--- config.mk ---
export PLATFORM = sky130hd
export DESIGN_NAME = fih_framer_irq
export DESIGN_NICKNAME = d
export VERILOG_FILES = /design/src/hw/fih_pkg.sv /design/src/hw/fih_framer_irq.sv /design/src/hw/fih_sticky.sv
export SDC_FILE = /design/constraint.sdc
export NUM_CORES = 1
export LEC_CHECK = 0
export ABC_AREA = 1
export ABC_CLOCK_PERIOD_IN_PS = 1300
export BUFFER_PORTS_ARGS = -buffer_cell sky130_fd_sc_hd__buf_2
export CORE_ASPECT_RATIO = 2
export CORE_MARGIN = 4
export CORE_UTILIZATION = 42
export CTS_BUF_LIST = sky130_fd_sc_hd__clkbuf_16
export DETAILED_ROUTE_END_ITERATION = 6
export RECOVER_POWER = 100
export SLEW_MARGIN = 25
export SYNTH_ARGS = -nofsm -noshare
export SYNTH_HDL_FRONTEND = slang
export SYNTH_SLANG_ARGS = --single-unit
--- constraint.sdc ---
create_clock -name clk -period 1.3 [get_ports clk]
set_input_delay 0.065 -clock clk [delete_from_list [all_inputs] [get_ports clk]]
set_output_delay 0.065 -clock clk [all_outputs]
set_load 0.01 [all_outputs]
--- src/hw/fih_pkg.sv ---
// Constants, register map and carrier types of the framer interrupt hierarchy
package fih_pkg;

  typedef logic [15:0] fih_addr_t;
  typedef logic [7:0]  fih_byte_t;

  ////////////////////////////////////////////////////////////////////////////
  // Register offsets
  localparam fih_addr_t OFS_OP_STAT_HI = 16'h0112;
  localparam fih_addr_t OFS_OP_STAT_LO = 16'h0113;
  localparam fih_addr_t OFS_OP_EN_HI   = 16'h0116;
  localparam fih_addr_t OFS_SUM_STAT   = 16'h0118;
  localparam fih_addr_t OFS_SUM_MASK   = 16'h0119;
  localparam fih_addr_t OFS_FB_EN      = 16'h1104;
  localparam fih_addr_t OFS_FB_STAT    = 16'h1105;
  localparam fih_addr_t OFS_RX_EN1     = 16'h1112;
  localparam fih_addr_t OFS_RX_STAT1   = 16'h1114;
  localparam fih_addr_t OFS_RX_SSM     = 16'h112c;

  ////////////////////////////////////////////////////////////////////////////
  // Receive E3 source bits (enable and status share the layout)
  localparam int B_SSM_CHG  = 6;
  localparam int B_SSM_OOO  = 5;
  localparam int B_FA_CHG   = 4;
  localparam int B_OOF      = 3;
  localparam int B_LOF      = 2;
  localparam int B_LOS      = 1;
  localparam int B_AIS      = 0;
  // Framer block enable and status
  localparam int B_FB_RX    = 7;
  localparam int B_FB_PLCP  = 6;
  localparam int B_FB_TX    = 1;
  localparam int B_FB_SEC   = 0;
  // Operational block byte 1
  localparam int B_OP_LIJ   = 3;
  localparam int B_OP_FRM   = 2;
  // Operational block byte 0
  localparam int B_LO_RXBUS = 7;
  localparam int B_LO_RXPRC = 4;
  localparam int B_LO_TXBUS = 3;
  localparam int B_LO_TXPRC = 0;
  // Received sync register fields
  localparam int B_SSM_EN   = 7;
  localparam int B_SSM_MF   = 5;
  // Summary status and mask
  localparam int B_SUM_FRM  = 0;
  localparam int B_SUM_LIJ  = 1;
  localparam int B_SUM_CELL = 2;

  ////////////////////////////////////////////////////////////////////////////
  // Writable bits and reset values
  localparam fih_byte_t RX_EN1_WMASK = 8'h7f;
  localparam fih_byte_t FB_EN_WMASK  = 8'hc3;
  localparam fih_byte_t OP_EN_WMASK  = 8'h0c;
  localparam fih_byte_t SUM_WMASK    = 8'h07;
  localparam fih_byte_t RST_BYTE     = 8'h00;
  localparam fih_byte_t ALL_ONES     = 8'hff;

  ////////////////////////////////////////////////////////////////////////////
  // Carriers
  typedef struct packed {
    fih_addr_t addr;
    fih_byte_t wdata;
    logic      wr;
    logic      rd;
  } fih_bus_req_t;

  typedef struct packed {
    logic       ssm_valid;
    logic [3:0] ssm_value;
    logic [1:0] ssm_mf;
    logic       ooo;
    logic       fa_chg;
    logic       oof;
    logic       lof;
    logic       los;
    logic       ais;
  } fih_rx_evt_t;

  typedef struct packed {
    logic liu;
    logic plcp;
    logic tx_framer;
    logic one_sec;
    logic rx_bus;
    logic rx_proc;
    logic tx_bus;
    logic tx_proc;
  } fih_blk_req_t;

endpackage

--- src/hw/fih_framer_irq.sv ---
// Receive framer interrupt enable and status hierarchy
//
// Strobed register access was chosen for this implementation.
module fih_framer_irq (
  // Clock and reset
  input  wire logic                clk,
  input  wire logic                nrst,
  // Register port
  input  wire fih_pkg::fih_bus_req_t bus_req,
  output fih_pkg::fih_byte_t       rdata,
  // Receive E3 source events
  input  wire fih_pkg::fih_rx_evt_t rx_evt,
  // Requests of neighbouring blocks
  input  wire fih_pkg::fih_blk_req_t blk_req,
  // Interrupt requests
  output logic                     framer_req,
  output logic                     irq
);
  import fih_pkg::*;

  typedef struct packed {
    fih_byte_t  rx_en1;
    fih_byte_t  fb_en;
    fih_byte_t  op_en_hi;
    fih_byte_t  sum_mask;
    logic       ssm_en;
    logic [1:0] ssm_mf;
    logic [3:0] received_sync_quality;
    logic       ssm_seen;
    fih_byte_t  rdata;
  } fih_st_t;

  fih_st_t   s_reg;
  fih_st_t   s_next;

  fih_byte_t rx_set;
  fih_byte_t rx_clr;
  fih_byte_t rx_flags;
  fih_byte_t sec_set;
  fih_byte_t sec_clr;
  fih_byte_t sec_flags;
  fih_byte_t sum_set;
  fih_byte_t sum_clr;
  fih_byte_t sum_flags;
  fih_byte_t fb_stat;
  fih_byte_t op_hi;
  fih_byte_t op_lo;
  fih_byte_t rd_mux;
  logic      ssm_chg;
  logic      wr_hit;
  logic      rd_hit;

  ////////////////////////////////////////////////////////////////////////////
  // Sticky status banks

  fih_sticky u_rx_stat (
    .clk      (clk),
    .nrst     (nrst),
    .set_bits (rx_set),
    .clr_bits (rx_clr),
    .flags    (rx_flags)
  );

  fih_sticky u_sec_stat (
    .clk      (clk),
    .nrst     (nrst),
    .set_bits (sec_set),
    .clr_bits (sec_clr),
    .flags    (sec_flags)
  );

  fih_sticky u_sum_stat (
    .clk      (clk),
    .nrst     (nrst),
    .set_bits (sum_set),
    .clr_bits (sum_clr),
    .flags    (sum_flags)
  );

  ////////////////////////////////////////////////////////////////////////////
  // Source events

  assign wr_hit = bus_req.wr;
  assign rd_hit = bus_req.rd;

  // The first message after enabling has nothing to be compared with
  assign ssm_chg = rx_evt.ssm_valid && s_reg.ssm_en && s_reg.ssm_seen &&
                   (rx_evt.ssm_value != s_reg.received_sync_quality);

  always_comb begin
    rx_set            = RST_BYTE;
    rx_set[B_SSM_CHG] = ssm_chg;
    rx_set[B_SSM_OOO] = rx_evt.ooo && s_reg.ssm_en;
    rx_set[B_FA_CHG]  = rx_evt.fa_chg;
    rx_set[B_OOF]     = rx_evt.oof;
    rx_set[B_LOF]     = rx_evt.lof;
    rx_set[B_LOS]     = rx_evt.los;
    rx_set[B_AIS]     = rx_evt.ais;
  end

  // Reading the status byte clears it; the read data holds the old value
  assign rx_clr = (rd_hit && bus_req.addr == OFS_RX_STAT1) ? ALL_ONES : RST_BYTE;

  always_comb begin
    sec_set           = RST_BYTE;
    sec_set[B_FB_SEC] = blk_req.one_sec;
  end

  assign sec_clr = (rd_hit && bus_req.addr == OFS_FB_STAT) ? ALL_ONES : RST_BYTE;

  ////////////////////////////////////////////////////////////////////////////
  // Block level status, derived without storage so it drops with its sources

  always_comb begin
    fb_stat            = RST_BYTE;
    fb_stat[B_FB_RX]   = |(rx_flags & s_reg.rx_en1);
    fb_stat[B_FB_PLCP] = blk_req.plcp;
    fb_stat[B_FB_TX]   = blk_req.tx_framer;
    fb_stat[B_FB_SEC]  = sec_flags[B_FB_SEC];
  end

  always_comb begin
    op_hi            = RST_BYTE;
    op_hi[B_OP_FRM]  = |(fb_stat & s_reg.fb_en);
    op_hi[B_OP_LIJ]  = blk_req.liu;
  end

  always_comb begin
    op_lo             = RST_BYTE;
    op_lo[B_LO_RXBUS] = blk_req.rx_bus;
    op_lo[B_LO_RXPRC] = blk_req.rx_proc;
    op_lo[B_LO_TXBUS] = blk_req.tx_bus;
    op_lo[B_LO_TXPRC] = blk_req.tx_proc;
  end

  assign framer_req = op_hi[B_OP_FRM] && s_reg.op_en_hi[B_OP_FRM];

  ////////////////////////////////////////////////////////////////////////////
  // Summary status: sticky, write one to clear, masked onto irq

  always_comb begin
    sum_set             = RST_BYTE;
    sum_set[B_SUM_FRM]  = framer_req;
    sum_set[B_SUM_LIJ]  = op_hi[B_OP_LIJ] && s_reg.op_en_hi[B_OP_LIJ];
    sum_set[B_SUM_CELL] = |op_lo;
  end

  assign sum_clr = (wr_hit && bus_req.addr == OFS_SUM_STAT) ?
                   (bus_req.wdata & SUM_WMASK) : RST_BYTE;

  assign irq = |(sum_flags & s_reg.sum_mask);

  ////////////////////////////////////////////////////////////////////////////
  // Read multiplexer

  always_comb begin
    rd_mux = RST_BYTE;
    case (bus_req.addr)
      OFS_OP_STAT_HI: rd_mux = op_hi;
      OFS_OP_STAT_LO: rd_mux = op_lo;
      OFS_OP_EN_HI:   rd_mux = s_reg.op_en_hi;
      OFS_SUM_STAT:   rd_mux = sum_flags;
      OFS_SUM_MASK:   rd_mux = s_reg.sum_mask;
      OFS_FB_EN:      rd_mux = s_reg.fb_en;
      OFS_FB_STAT:    rd_mux = fb_stat;
      OFS_RX_EN1:     rd_mux = s_reg.rx_en1;
      OFS_RX_STAT1:   rd_mux = rx_flags;
      OFS_RX_SSM: begin
        rd_mux[B_SSM_EN]           = s_reg.ssm_en;
        rd_mux[B_SSM_MF +: 2]      = s_reg.ssm_mf;
        rd_mux[3:0]                = s_reg.received_sync_quality;
      end
      default:        rd_mux = RST_BYTE;
    endcase
  end

  ////////////////////////////////////////////////////////////////////////////
  // Next state

  always_comb begin
    s_next = s_reg;

    // Read data stands for one cycle only
    s_next.rdata = rd_hit ? rd_mux : RST_BYTE;

    if (wr_hit) begin
      case (bus_req.addr)
        OFS_RX_EN1: begin
          s_next.rx_en1 = bus_req.wdata & RX_EN1_WMASK;
        end
        OFS_FB_EN: begin
          s_next.fb_en = bus_req.wdata & FB_EN_WMASK;
        end
        OFS_OP_EN_HI: begin
          s_next.op_en_hi = bus_req.wdata & OP_EN_WMASK;
        end
        OFS_SUM_MASK: begin
          s_next.sum_mask = bus_req.wdata & SUM_WMASK;
        end
        OFS_RX_SSM: begin
          s_next.ssm_en = bus_req.wdata[B_SSM_EN];
        end
        default: begin
        end
      endcase
    end

    // Disabling forgets the last message so the next enable starts clean
    if (!s_reg.ssm_en) begin
      s_next.ssm_seen = 1'b0;
    end

    if (rx_evt.ssm_valid && s_reg.ssm_en) begin
      s_next.received_sync_quality = rx_evt.ssm_value;
      s_next.ssm_mf                = rx_evt.ssm_mf;
      s_next.ssm_seen              = 1'b1;
    end
  end

  always_ff @(posedge clk or negedge nrst) begin
    if (!nrst) begin
      s_reg.rx_en1                <= RST_BYTE;
      s_reg.fb_en                 <= RST_BYTE;
      s_reg.op_en_hi              <= RST_BYTE;
      s_reg.sum_mask              <= RST_BYTE;
      s_reg.ssm_en                <= 1'b0;
      s_reg.ssm_mf                <= 2'h0;
      s_reg.received_sync_quality <= 4'h0;
      s_reg.ssm_seen              <= 1'b0;
      s_reg.rdata                 <= RST_BYTE;
    end else begin
      s_reg <= s_next;
    end
  end

  assign rdata = s_reg.rdata;

  ////////////////////////////////////////////////////////////////////////////
  // Assertions

  a_ssm_chg_sets: assert property (
    @(posedge clk) disable iff (!nrst)
    ssm_chg |=> rx_flags[B_SSM_CHG])
    else $error("SSM change did not set its status bit");

  a_ssm_full_path: assert property (
    @(posedge clk) disable iff (!nrst)
    (ssm_chg && s_reg.rx_en1[B_SSM_CHG] && s_reg.fb_en[B_FB_RX] &&
     s_reg.op_en_hi[B_OP_FRM] && !wr_hit) |=> framer_req)
    else $error("Enabled SSM change raised no framer request");

  a_src_en_write: assert property (
    @(posedge clk) disable iff (!nrst)
    (wr_hit && bus_req.addr == OFS_RX_EN1) |=>
      (s_reg.rx_en1 == ($past(bus_req.wdata) & RX_EN1_WMASK)) && !s_reg.rx_en1[7])
    else $error("Receive source enable write not stored");

  a_fb_en_write: assert property (
    @(posedge clk) disable iff (!nrst)
    (wr_hit && bus_req.addr == OFS_FB_EN) |=>
      s_reg.fb_en[B_FB_RX] == $past(bus_req.wdata[B_FB_RX]))
    else $error("Framer block enable bit 7 not stored");

  a_op_framer_bit: assert property (
    @(posedge clk) disable iff (!nrst)
    (rx_flags[B_SSM_CHG] && s_reg.rx_en1[B_SSM_CHG] && s_reg.fb_en[B_FB_RX])
      |-> op_hi[B_OP_FRM])
    else $error("Framer bit of operational status missing");

  a_op_lo_read: assert property (
    @(posedge clk) disable iff (!nrst)
    (rd_hit && bus_req.addr == OFS_OP_STAT_LO) |=>
      rdata == {$past(blk_req.rx_bus), 2'h0, $past(blk_req.rx_proc),
                $past(blk_req.tx_bus), 2'h0, $past(blk_req.tx_proc)})
    else $error("Operational byte 0 read data wrong");

  a_fb_rx_stat: assert property (
    @(posedge clk) disable iff (!nrst)
    (rx_flags[B_SSM_CHG] && s_reg.rx_en1[B_SSM_CHG]) |-> fb_stat[B_FB_RX])
    else $error("Receive framer block status missing");

  a_framer_gate: assert property (
    @(posedge clk) disable iff (!nrst)
    !s_reg.op_en_hi[B_OP_FRM] |-> !framer_req)
    else $error("Framer request not gated by operational enable");

  a_clear_on_read: assert property (
    @(posedge clk) disable iff (!nrst)
    (rd_hit && bus_req.addr == OFS_RX_STAT1 && rx_set == RST_BYTE) |=>
      (rx_flags == RST_BYTE) && (rdata == $past(rx_flags)))
    else $error("Receive status not cleared by its read");

  a_ssm_capture: assert property (
    @(posedge clk) disable iff (!nrst)
    (rx_evt.ssm_valid && s_reg.ssm_en) |=>
      s_reg.received_sync_quality == $past(rx_evt.ssm_value))
    else $error("Received SSM not captured");

  a_block_drop: assert property (
    @(posedge clk) disable iff (!nrst)
    ((rx_flags & s_reg.rx_en1) == RST_BYTE && !blk_req.plcp &&
     !blk_req.tx_framer && !sec_flags[B_FB_SEC]) |-> !fb_stat[B_FB_RX] && !op_hi[B_OP_FRM])
    else $error("Block status held with no pending source");

  a_rdata_idle: assert property (
    @(posedge clk) disable iff (!nrst)
    !rd_hit |=> rdata == RST_BYTE)
    else $error("Read data present without a read");

  a_op_en_write: assert property (
    @(posedge clk) disable iff (!nrst)
    (wr_hit && bus_req.addr == OFS_OP_EN_HI) |=>
      (s_reg.op_en_hi == ($past(bus_req.wdata) & OP_EN_WMASK)))
    else $error("Operational enable write not stored");

  a_ssm_off_ignored: assert property (
    @(posedge clk) disable iff (!nrst)
    (rx_evt.ssm_valid && !s_reg.ssm_en) |=>
      $stable(s_reg.received_sync_quality))
    else $error("SSM value taken while extraction is off");

  a_irq_raise: assert property (
    @(posedge clk) disable iff (!nrst)
    (framer_req && s_reg.sum_mask[B_SUM_FRM] && !wr_hit) |=> irq)
    else $error("Masked-in framer request raised no interrupt");

  // Out-of-order reports mean nothing while extraction is off
  a_ooo_gated: assert property (
    @(posedge clk) disable iff (!nrst)
    (!s_reg.ssm_en && !rx_flags[B_SSM_OOO]) |=> !rx_flags[B_SSM_OOO])
    else $error("Out-of-order status set while extraction is off");

  a_sec_read_clear: assert property (
    @(posedge clk) disable iff (!nrst)
    (rd_hit && bus_req.addr == OFS_FB_STAT && !blk_req.one_sec) |=>
      !sec_flags[B_FB_SEC])
    else $error("One-second status not cleared by its read");

endmodule // fih_framer_irq

--- src/hw/fih_sticky.sv ---
// Eight sticky flags: set wins over clear
module fih_sticky (
  // Clock and reset
  input  wire logic              clk,
  input  wire logic              nrst,
  // Set and clear per bit
  input  wire fih_pkg::fih_byte_t set_bits,
  input  wire fih_pkg::fih_byte_t clr_bits,
  // Held flags
  output fih_pkg::fih_byte_t     flags
);
  import fih_pkg::*;

  typedef struct packed {
    fih_byte_t flags;
  } fih_stk_st_t;

  fih_stk_st_t s_reg;
  fih_stk_st_t s_next;

  ////////////////////////////////////////////////////////////////////////////
  // An event in the clearing cycle must not be lost
  for (genvar i = 0; i < 8; i++) begin : g_bit
    assign s_next.flags[i] = set_bits[i] | (s_reg.flags[i] & ~clr_bits[i]);
  end

  always_ff @(posedge clk or negedge nrst) begin
    if (!nrst) begin
      s_reg.flags <= RST_BYTE;
    end else begin
      s_reg <= s_next;
    end
  end

  assign flags = s_reg.flags;

endmodule // fih_sticky

### Yosys cells after proc, flatten, opt, wreduce, memory -nomap -nowiden

Cells that the tools add are included.

* bitwise operators: 62
* reduce and logical (&&, ||, !) cells: 18
* div/mod/pow operators: 0
* muxes and demuxes: 9
* shift operators: 0
* $mul: 0
* magnitude comparators: 0
* eq/ne operators: 12
* $add $sub $neg: 0

Operators by type and width (count)
* $eq A16 B13 Y1 const B: 5
* $eq A16 B9 Y1 const B: 5
* $pmux W4 S10: 1
* $and A1 B1 Y1: 24
* $mux W8: 3
* $reduce_or A8 Y1: 3
* $pmux W3 S7: 1
* $not A1 Y1: 19
* $or A1 B1 Y1: 11
* $reduce_and A2 Y1: 5
* $logic_and A1 B1 Y1: 9
* $and A8 B3 Y8: 1
* $and A8 B7 Y8: 1
* $and A8 B8 Y8: 1
* $not A1 Y1 const A: 5
* $ne A4 B4 Y1: 1
* $pmux W1 S4: 1
* $reduce_or A4 Y1: 1
* $mux W3: 1
* $mux W1: 2
* $ne A2 B1 Y1 const B: 1

* memories kept: 0
* input bits: 49
* output and inout bits: 10
* memory bits (writable): 0
* word-level logic and storage cells: 113
* ROM bits: 0
* register bits after elaboration: 56
* latch bits: 0

### Logic depth before layout (Yosys ltp)

Gate-level depths: netlist of the first run.

* depth in word-level cells: 6
* gate-level depth with buffers: 11
* mapped depth without buffers: 10

### Cells and area by module

From an unflattened synthesis of the first run, not the netlist that was laid out.

* cells, all modules: 426
* area total of the unflattened synthesis: 3185.6 um^2

By module, submodules not included
* fih_framer_irq: area an instance 2224.6 um^2, cells each 306, instances 1, seq. area each 800.8 um^2
* fih_sticky: area an instance 320.3 um^2, cells each 40, instances 3, seq. area each 200.2 um^2

### Least setup slack after synthesis of the first run

OpenSTA, ideal clock, no wires.

* kind: register -> register
* start point: register s_reg[15] (netlist bit)
* end point: register s_reg[11] (netlist bit)
* path buffers: 0
* arrival: 949 ps
* data required time: 1175 ps
* clock period less this slack: 1073 ps
* cell stages (with the launch flop): 3
* library setup time: 125 ps
* path slack: 227 ps
* path through: dfrtp_1 -> nand2_1 -> mux2_2

* word-level cells in the longest chain between the ends: 1

Ends and longest elaborated chain
* from (decl): line fih_framer_irq.sv:33 `fih_st_t s_reg;`
* from (signal assigned): line fih_framer_irq.sv:232 `s_reg <= s_next;`
* $logic_and A1 B1 Y1: line fih_framer_irq.sv:213 `if (rx_evt.ssm_valid && s_reg.ssm_en) begin`

Every way passes these cells.
A chain may end at the register's enable or synchronous reset.

### Worst setup path in the final report of the first run

* start point: register s_reg[40] (netlist bit)
* end point: output framer_req

* word-level cells in the longest chain between the ends: 5

Ends and longest elaborated chain
* $and A8 B7 Y8: line fih_framer_irq.sv:116 `fb_stat[B_FB_RX] = |(rx_flags & s_reg.rx_en1);`
* $reduce_or A8 Y1: line fih_framer_irq.sv:116
* $and A8 B8 Y8: line fih_framer_irq.sv:124 `op_hi[B_OP_FRM] = |(fb_stat & s_reg.fb_en);`
* $reduce_or A8 Y1: line fih_framer_irq.sv:124
* $logic_and A1 B1 Y1: line fih_framer_irq.sv:136 `assign framer_req = op_hi[B_OP_FRM] && s_reg.op_en_hi[B_OP_FRM];`
* to (decl): line fih_framer_irq.sv:16 `output logic framer_req,`

Every way passes these cells.

==> flow_metrics.env, run 1 <==
export IMPL_htreeDepth=2
export IMPL_drt_iter0_drc=53
export IMPL_crit_path_top_delay_cell="dfrtp_1"
export IMPL_ys_ff_latch=44
export IMPL_antenna_found_initial=0
export IMPL_detail_route_first_pass_iterations=4
export IMPL_hp_class="input pin to flop"
export IMPL_clock_sinks=44
export IMPL_grt_pass1_wl_um=11700
export IMPL_yosys_warnings=0
export IMPL_die_w_um=63.1
export IMPL_grt_ovfl_total=0
export IMPL_synth_area_per_cell_sq_um=7.65
export IMPL_period_needed_ns=1.43
export IMPL_rsz0062_at_grt="true"
export IMPL_worstPathArrival_ns=1.36
export IMPL_start_util_pct=43.9
export IMPL_synth_fp_nets=382
export IMPL_ant_nets=0
export IMPL_grt_met3_usage_pct=3.04
export IMPL_mostFrequentLayoutCells="nand2_1 (97), buf_2 (47), dfrtp_1 (44)"
export IMPL_area_growth_pct=23.4
export IMPL_ys_seq_area_share_pct=43.2
export IMPL_wl_um=7220
export IMPL_cp_max_fo=2
export IMPL_rrSetupSlack_ns=0.09
export IMPL_clk_pin_slew_ns=0.06
export IMPL_timing_clock_skew_ns=0.00692
export IMPL_layout_commonest_cell="nand2_1"
export IMPL_via_per_inst=4.96
export IMPL_drv_cap=0
export IMPL_nNetsFinal=462
export IMPL_insertion_delay_ns=0.29
export IMPL_worst_slew_pin_slew_ns=0.871
export IMPL_post_route_util_pct=54.1
export IMPL_ff_latch_area_sq_um=1100
export IMPL_grt_max_degree=20
export IMPL_p_leak_nw=1.67
export IMPL_clock_path_buffers=2
export IMPL_cts_buffers=5
export IMPL_irDropWorstVdd_v=0.000902
export IMPL_drive_gt1_share_pct=26.3
export IMPL_outcome="complete, but fails checks"
export IMPL_place_area_sq_um=2960
export IMPL_die_area_sq_um=7450
export IMPL_tns_ns=-0.299
export IMPL_final_max_slew_viol_count=0
export IMPL_wl_per_cell_um=15.2
export IMPL_design_area_sq_um=3140
export IMPL_yosysUniqueCellTypes=32
export IMPL_netlist_instances=333
export IMPL_fillCellCount=611
export IMPL_use_met1_pct=20.0
export IMPL_die_y_um=118
export IMPL_antenna_cells=0
export IMPL_hold_violations=0
export IMPL_required_ns=1.24
export IMPL_fmax_mhz=700
export IMPL_relSlewSlack_pct=42.0
export IMPL_ios=59
export IMPL_post_dp_hpwl_um=5940
export IMPL_multi_input_area_sq_um=1160
export IMPL_netlist_area_sq_um=2550
export IMPL_numPortBuffers=58
export IMPL_drc=0
export IMPL_grt_total_usage_pct=20.4
export IMPL_cp_slowest_stage_delay_ns=0.39
export IMPL_setup_viol=6
export IMPL_cp_start_kind="flop"
export IMPL_core_sq_um=5810
export IMPL_violations="negative setup slack"
export IMPL_cpMostUsedCell="nand2_1"
export IMPL_vias=2354
export IMPL_cts_tree="built"
export IMPL_crit_type="flop to output port"
export IMPL_gp_congestion=0.885
export IMPL_largest_reg_flops=24
export IMPL_timing_final_ws_setup_ns=-0.128
export IMPL_powerDensity_nw_per_um2=975
export IMPL_worstPathCellList="nand2_1, nand2_1, a21oi_2, nand2_1, nand2_1, nand2_2, nand2_2, inv_1, buf_2"
export IMPL_gr_max_usage_layer="met2"
export IMPL_fin_crit_sh_pct=110
export IMPL_worstSetupEndpointType="output port"
export IMPL_grt_use_met2_pct=38.8
export IMPL_root_buffer="clkbuf_16"
export IMPL_grt_pass1_vias=2543
export IMPL_rows=39
cell families after synthesis:
logic type             share of synthesized area [%]
flip-flops                                      43.2
AO/OA/AOI/OAI                                   9.38
AND/OR/NAND/NOR                                 34.8
XOR/XNOR                                        1.38
multiplexers                                    1.77
buffers and inverters                           9.48
report_power, final:
| group | total, mW | internal (mW) | switching, mW |
|---|---|---|---|
| clock network | 1.41 | 0.893 | 0.515 |
| registers | 1.40 | 1.39 | 0.0136 |
| logic | 0.255 | 0.118 | 0.137 |
repair_timing:
item                                   in CTS  in global routing
gates resized for setup                     2                  4
setup endpoints to repair                   1                  3
hold buffers                                9                  0
pin swaps                                   2                  3
buffers inserted                            2                  0
endpoints found under the hold margin      22                  0
cell usage after synthesis, drive strengths merged:
cell | instances | area [sq um]
a21o | 3 | 22.5
a21oi | 7 | 35.0
a31oi | 1 | 6.26
and2 | 1 | 6.26
and3 | 1 | 6.26
buf | 11 | 90.1
clkinv | 3 | 12.5
dfrtp | 44 | 1100
inv | 37 | 139
mux2 | 4 | 45.0
nand2 | 108 | 452
nand3 | 24 | 125
nand4 | 3 | 18.8
nor2 | 49 | 273
nor3 | 1 | 5.00
o211ai | 1 | 7.51
o21a | 2 | 15.0
o21ai | 25 | 125
o21bai | 2 | 15.0
o22ai | 2 | 12.5
xnor2 | 4 | 35.0
worst max-delay path, delay by kind of cell (launching register included):
| family | cells | cell delay, ns |
|---|---|---|
| buf+inv | 2 | 0.17 |
| simple gates | 6 | 0.41 |
| flops | 1 | 0.39 |
| compound gates | 1 | 0.10 |
per-stage QoR:
stage	total power [mW]	hold WS [ns]	setup slack [ns]	instances
global route	3.17	0.00686	-0.231	475
finish	3.06	0.00318	-0.128	475
floorplan	1.52	-0.231	0.227	333
detailed placement	1.67	-0.00414	-0.0393	457
CTS	3.10	0.00342	-0.146	476
global placement	1.67	0.00136	-0.0398	457
cell type report:
| type | instances | area share (%) |
|---|---|---|
| clock buffers | 5 | 3.98 |
| clock inverters | 3 | 1.19 |
| inverters | 40 | 4.81 |
| multi-input cells | 238 | 37.0 |
| flip-flops and latches | 44 | 35.0 |
| well taps | 61 | 2.43 |
| repair buffers | 84 | 15.6 |
per-layer routing:
metal,share of wire [%],up-vias
met1,36,1065
met3,3.7,21
met2,56,68
met4,4.8,0
met5,0,-
li1,-,1200
path summary, 6_finish.rpt:
path                                     start             endpoint  depth (start not counted)
max                                  s_reg[40]           framer_req                          9
min                                 bus_req[3]            s_reg[17]                          3
max reg2reg                          s_reg[40]             rdata[7]                          9
min reg2reg                u_sum_stat.flags[1]  u_sum_stat.flags[1]                          2
max in group asynchronous                 nrst             rdata[3]                          3
min in group asynchronous                 nrst            s_reg[40]                          2
(Power assumes the default switching activity.)
==> run 2: changes to the inputs <==
--- a/config.mk
+++ b/config.mk
@@ -11,7 +11,7 @@
 export CORE_ASPECT_RATIO = 2
 export CORE_MARGIN = 4
 export CORE_UTILIZATION = 42
-export CTS_BUF_LIST = sky130_fd_sc_hd__clkbuf_16
+export CTS_BUF_LIST = sky130_fd_sc_hd__clkbuf_4 sky130_fd_sc_hd__clkbuf_8
 export DETAILED_ROUTE_END_ITERATION = 6
 export RECOVER_POWER = 100
 export SLEW_MARGIN = 25
==> run 2 against run 1 <==
The run still ends with negative setup slack left. Sequential share of layout area shrank 0.63 points. Combinational power grew 9.4%. Final area grew 1.8%. Core utilization grew 0.99 points. Hold slack gained 0.013 ns. Worst setup slack lost 0.028 ns. Count of clock-buffer cells in the layout grew 2. Largest cell class unchanged.
==> flow_metrics.env, run 2 (synthesis results as in run 1) <==
export IMPL_insertion_delay_ns=0.30
export IMPL_hold_end="s_reg[46]"
export IMPL_worstPathArrival_ns=1.39
export IMPL_crit_type="flop to output port"
export IMPL_drive_gt1_share_pct=25.5
export IMPL_rsz0062_at_grt="true"
export IMPL_grt_pass1_wl_um=11800
export IMPL_cp_max_fo=2
export IMPL_mostFrequentLayoutCells="nand2_1 (98), buf_2 (47), dfrtp_1 (44)"
export IMPL_rrSetupSlack_ns=0.07
export IMPL_start_util_pct=43.9
export IMPL_core_sq_um=5810
export IMPL_timing_final_ws_setup_ns=-0.156
export IMPL_clk_pin_slew_ns=0.08
export IMPL_fin_crit_sh_pct=112
export IMPL_worst_slew_pin_slew_ns=0.856
export IMPL_drc=0
export IMPL_final_max_slew_viol_count=0
export IMPL_hold_violations=0
export IMPL_hold_path_depth=3
export IMPL_ant_nets=0
export IMPL_die_y_um=118
export IMPL_via_per_inst=4.95
export IMPL_vias=2403
export IMPL_detail_route_first_pass_iterations=4
export IMPL_cpMostUsedCell="nand2_1"
export IMPL_period_needed_ns=1.46
export IMPL_cts_buffers=5
export IMPL_rr_worst_depth=9
export IMPL_drt_iter0_drc=64
export IMPL_post_route_util_pct=55.1
export IMPL_wl_um=7340
export IMPL_worstSetupEndpointType="output port"
export IMPL_die_area_sq_um=7450
export IMPL_irDropWorstVdd_v=0.00103
export IMPL_drv_cap=0
export IMPL_timing_clock_skew_ns=0.00932
export IMPL_relSlewSlack_pct=42.9
export IMPL_fillCellCount=609
export IMPL_root_buffer="clkbuf_8"
export IMPL_cp_start_kind="flop"
export IMPL_dp_slack_ns=-0.0393
export IMPL_rows=39
export IMPL_grt_total_usage_pct=20.8
export IMPL_clock_sinks=44
export IMPL_design_area_sq_um=3200
export IMPL_gp_congestion=0.885
export IMPL_powerDensity_nw_per_um2=881
export IMPL_p_leak_nw=1.70
export IMPL_post_dp_hpwl_um=5940
export IMPL_worstPathCellList="nand2_1, nand2_1, a21oi_2, nand2_1, nand2_1, nand2_2, nand2_2, inv_1, buf_2"
export IMPL_reg2reg_to="rdata[7]"
export IMPL_cp_slowest_stage_delay_ns=0.41
export IMPL_nNetsFinal=472
export IMPL_htreeDepth=2
export IMPL_path_buf_inv=2
export IMPL_grt_max_degree=20
export IMPL_numPortBuffers=58
export IMPL_crit_family="simple AND/OR/NAND/NOR gates"
export IMPL_ios=59
export IMPL_hold_start="bus_req[8]"
export IMPL_area_growth_pct=25.7
export IMPL_cts_tree="built"
export IMPL_crit_path_top_delay_cell="dfrtp_1"
export IMPL_clock_path_buffers=2
export IMPL_violations="negative setup slack"
export IMPL_antenna_found_initial=0
export IMPL_largest_reg_flops=24
export IMPL_r2r_start="s_reg[40]"
export IMPL_finalPower_mw=2.82
export IMPL_hp_class="input pin to flop"
export IMPL_fmax_mhz=687
export IMPL_wl_per_cell_um=15.1
export IMPL_grt_ovfl_total=0
export IMPL_layout_commonest_cell="nand2_1"
export IMPL_place_area_sq_um=2960
export IMPL_crit_cells=9
export IMPL_setup_viol=4
export IMPL_required_ns=1.24
export IMPL_antenna_cells=0
export IMPL_grt_pass1_vias=2560
export IMPL_outcome="complete, but fails checks"
export IMPL_die_w_um=63.1
==> run 2: cell count changes in the layout (fill, tap and decap cells not counted), sizes merged <==
| cell | delta |
|---|---|
| clkinv | -3 |
| dlygate4sd3 | +10 |
| inv | +1 |
| clkbuf | +2 |
==> run 2: area by class of cell <==
class                           instances  area [sq um]  share of cell area [%]
Tap cell                               61          76.3                    2.38
Inverter                               40           150                    4.69
Timing Repair Buffer                   94           589                    18.4
Multi-Input combinational cell        238          1160                    36.2
Clock buffer                            7          96.3                    3.01
Sequential cell                        44          1100                    34.4
Clock inverter                          1          30.0                   0.938
==> run 2: worst register-to-register path, stage by stage (launching register included) <==
cell and delay [ns]:
dfrtp_1 0.41, nand2_1 0.07, nand2_1 0.06, a21oi_2 0.10, nand2_1 0.07, buf_4 0.13
nand2_2 0.05, nand3_2 0.06, nor2_2 0.11, nor2_1 0.04
==> run 2: through the flow <==
step / hold slack (ns) / cells / TNS, ns
2_1_floorplan: -0.231 / 333 / 0
3_3_place_gp: 0.00136 / 457 / -0.0557
3_5_place_dp: -0.00414 / 457 / -0.0789
4_1_cts: 0.0111 / 486 / -0.245
5_1_grt: 0.0190 / 485 / -2.97
6_report: 0.0158 / 485 / -0.192
==> run 2: worst max path at each step <==
stage                           start         end  slack [ns]
after floorplan             s_reg[15]   s_reg[11]        0.23
after global placement    bus_req[17]    rdata[0]       -0.04
after detailed placement  bus_req[17]    rdata[0]       -0.04
after CTS                   s_reg[40]  framer_req       -0.18
after global routing        s_reg[40]  framer_req       -0.26
final                       s_reg[40]  framer_req       -0.16
==> run 2: timing repair <==
item / 4_1_cts / 5_1_grt
buffers inserted: 2 / 0
pin swaps: 1 / 4
setup endpoints to repair: 1 / 3
resized for setup: 2 / 4
endpoints found under the hold margin: 30 / 0
hold buffers: 19 / 0
==> run 2: where the power goes <==
part,switching (mW),internal [mW]
clock,0.465,0.678
sequential,0.0136,1.39
combinational,0.141,0.138
total,0.620,2.20
==> run 2: per-layer routing <==
metal,part of all wire [%],up-vias,GRT usage [%]
met3,3.7,22,3.23
li1,-,1217,-
met5,0,-,0
met2,55,71,39.3
met1,36,1093,20.6
met4,5.2,0,12.3
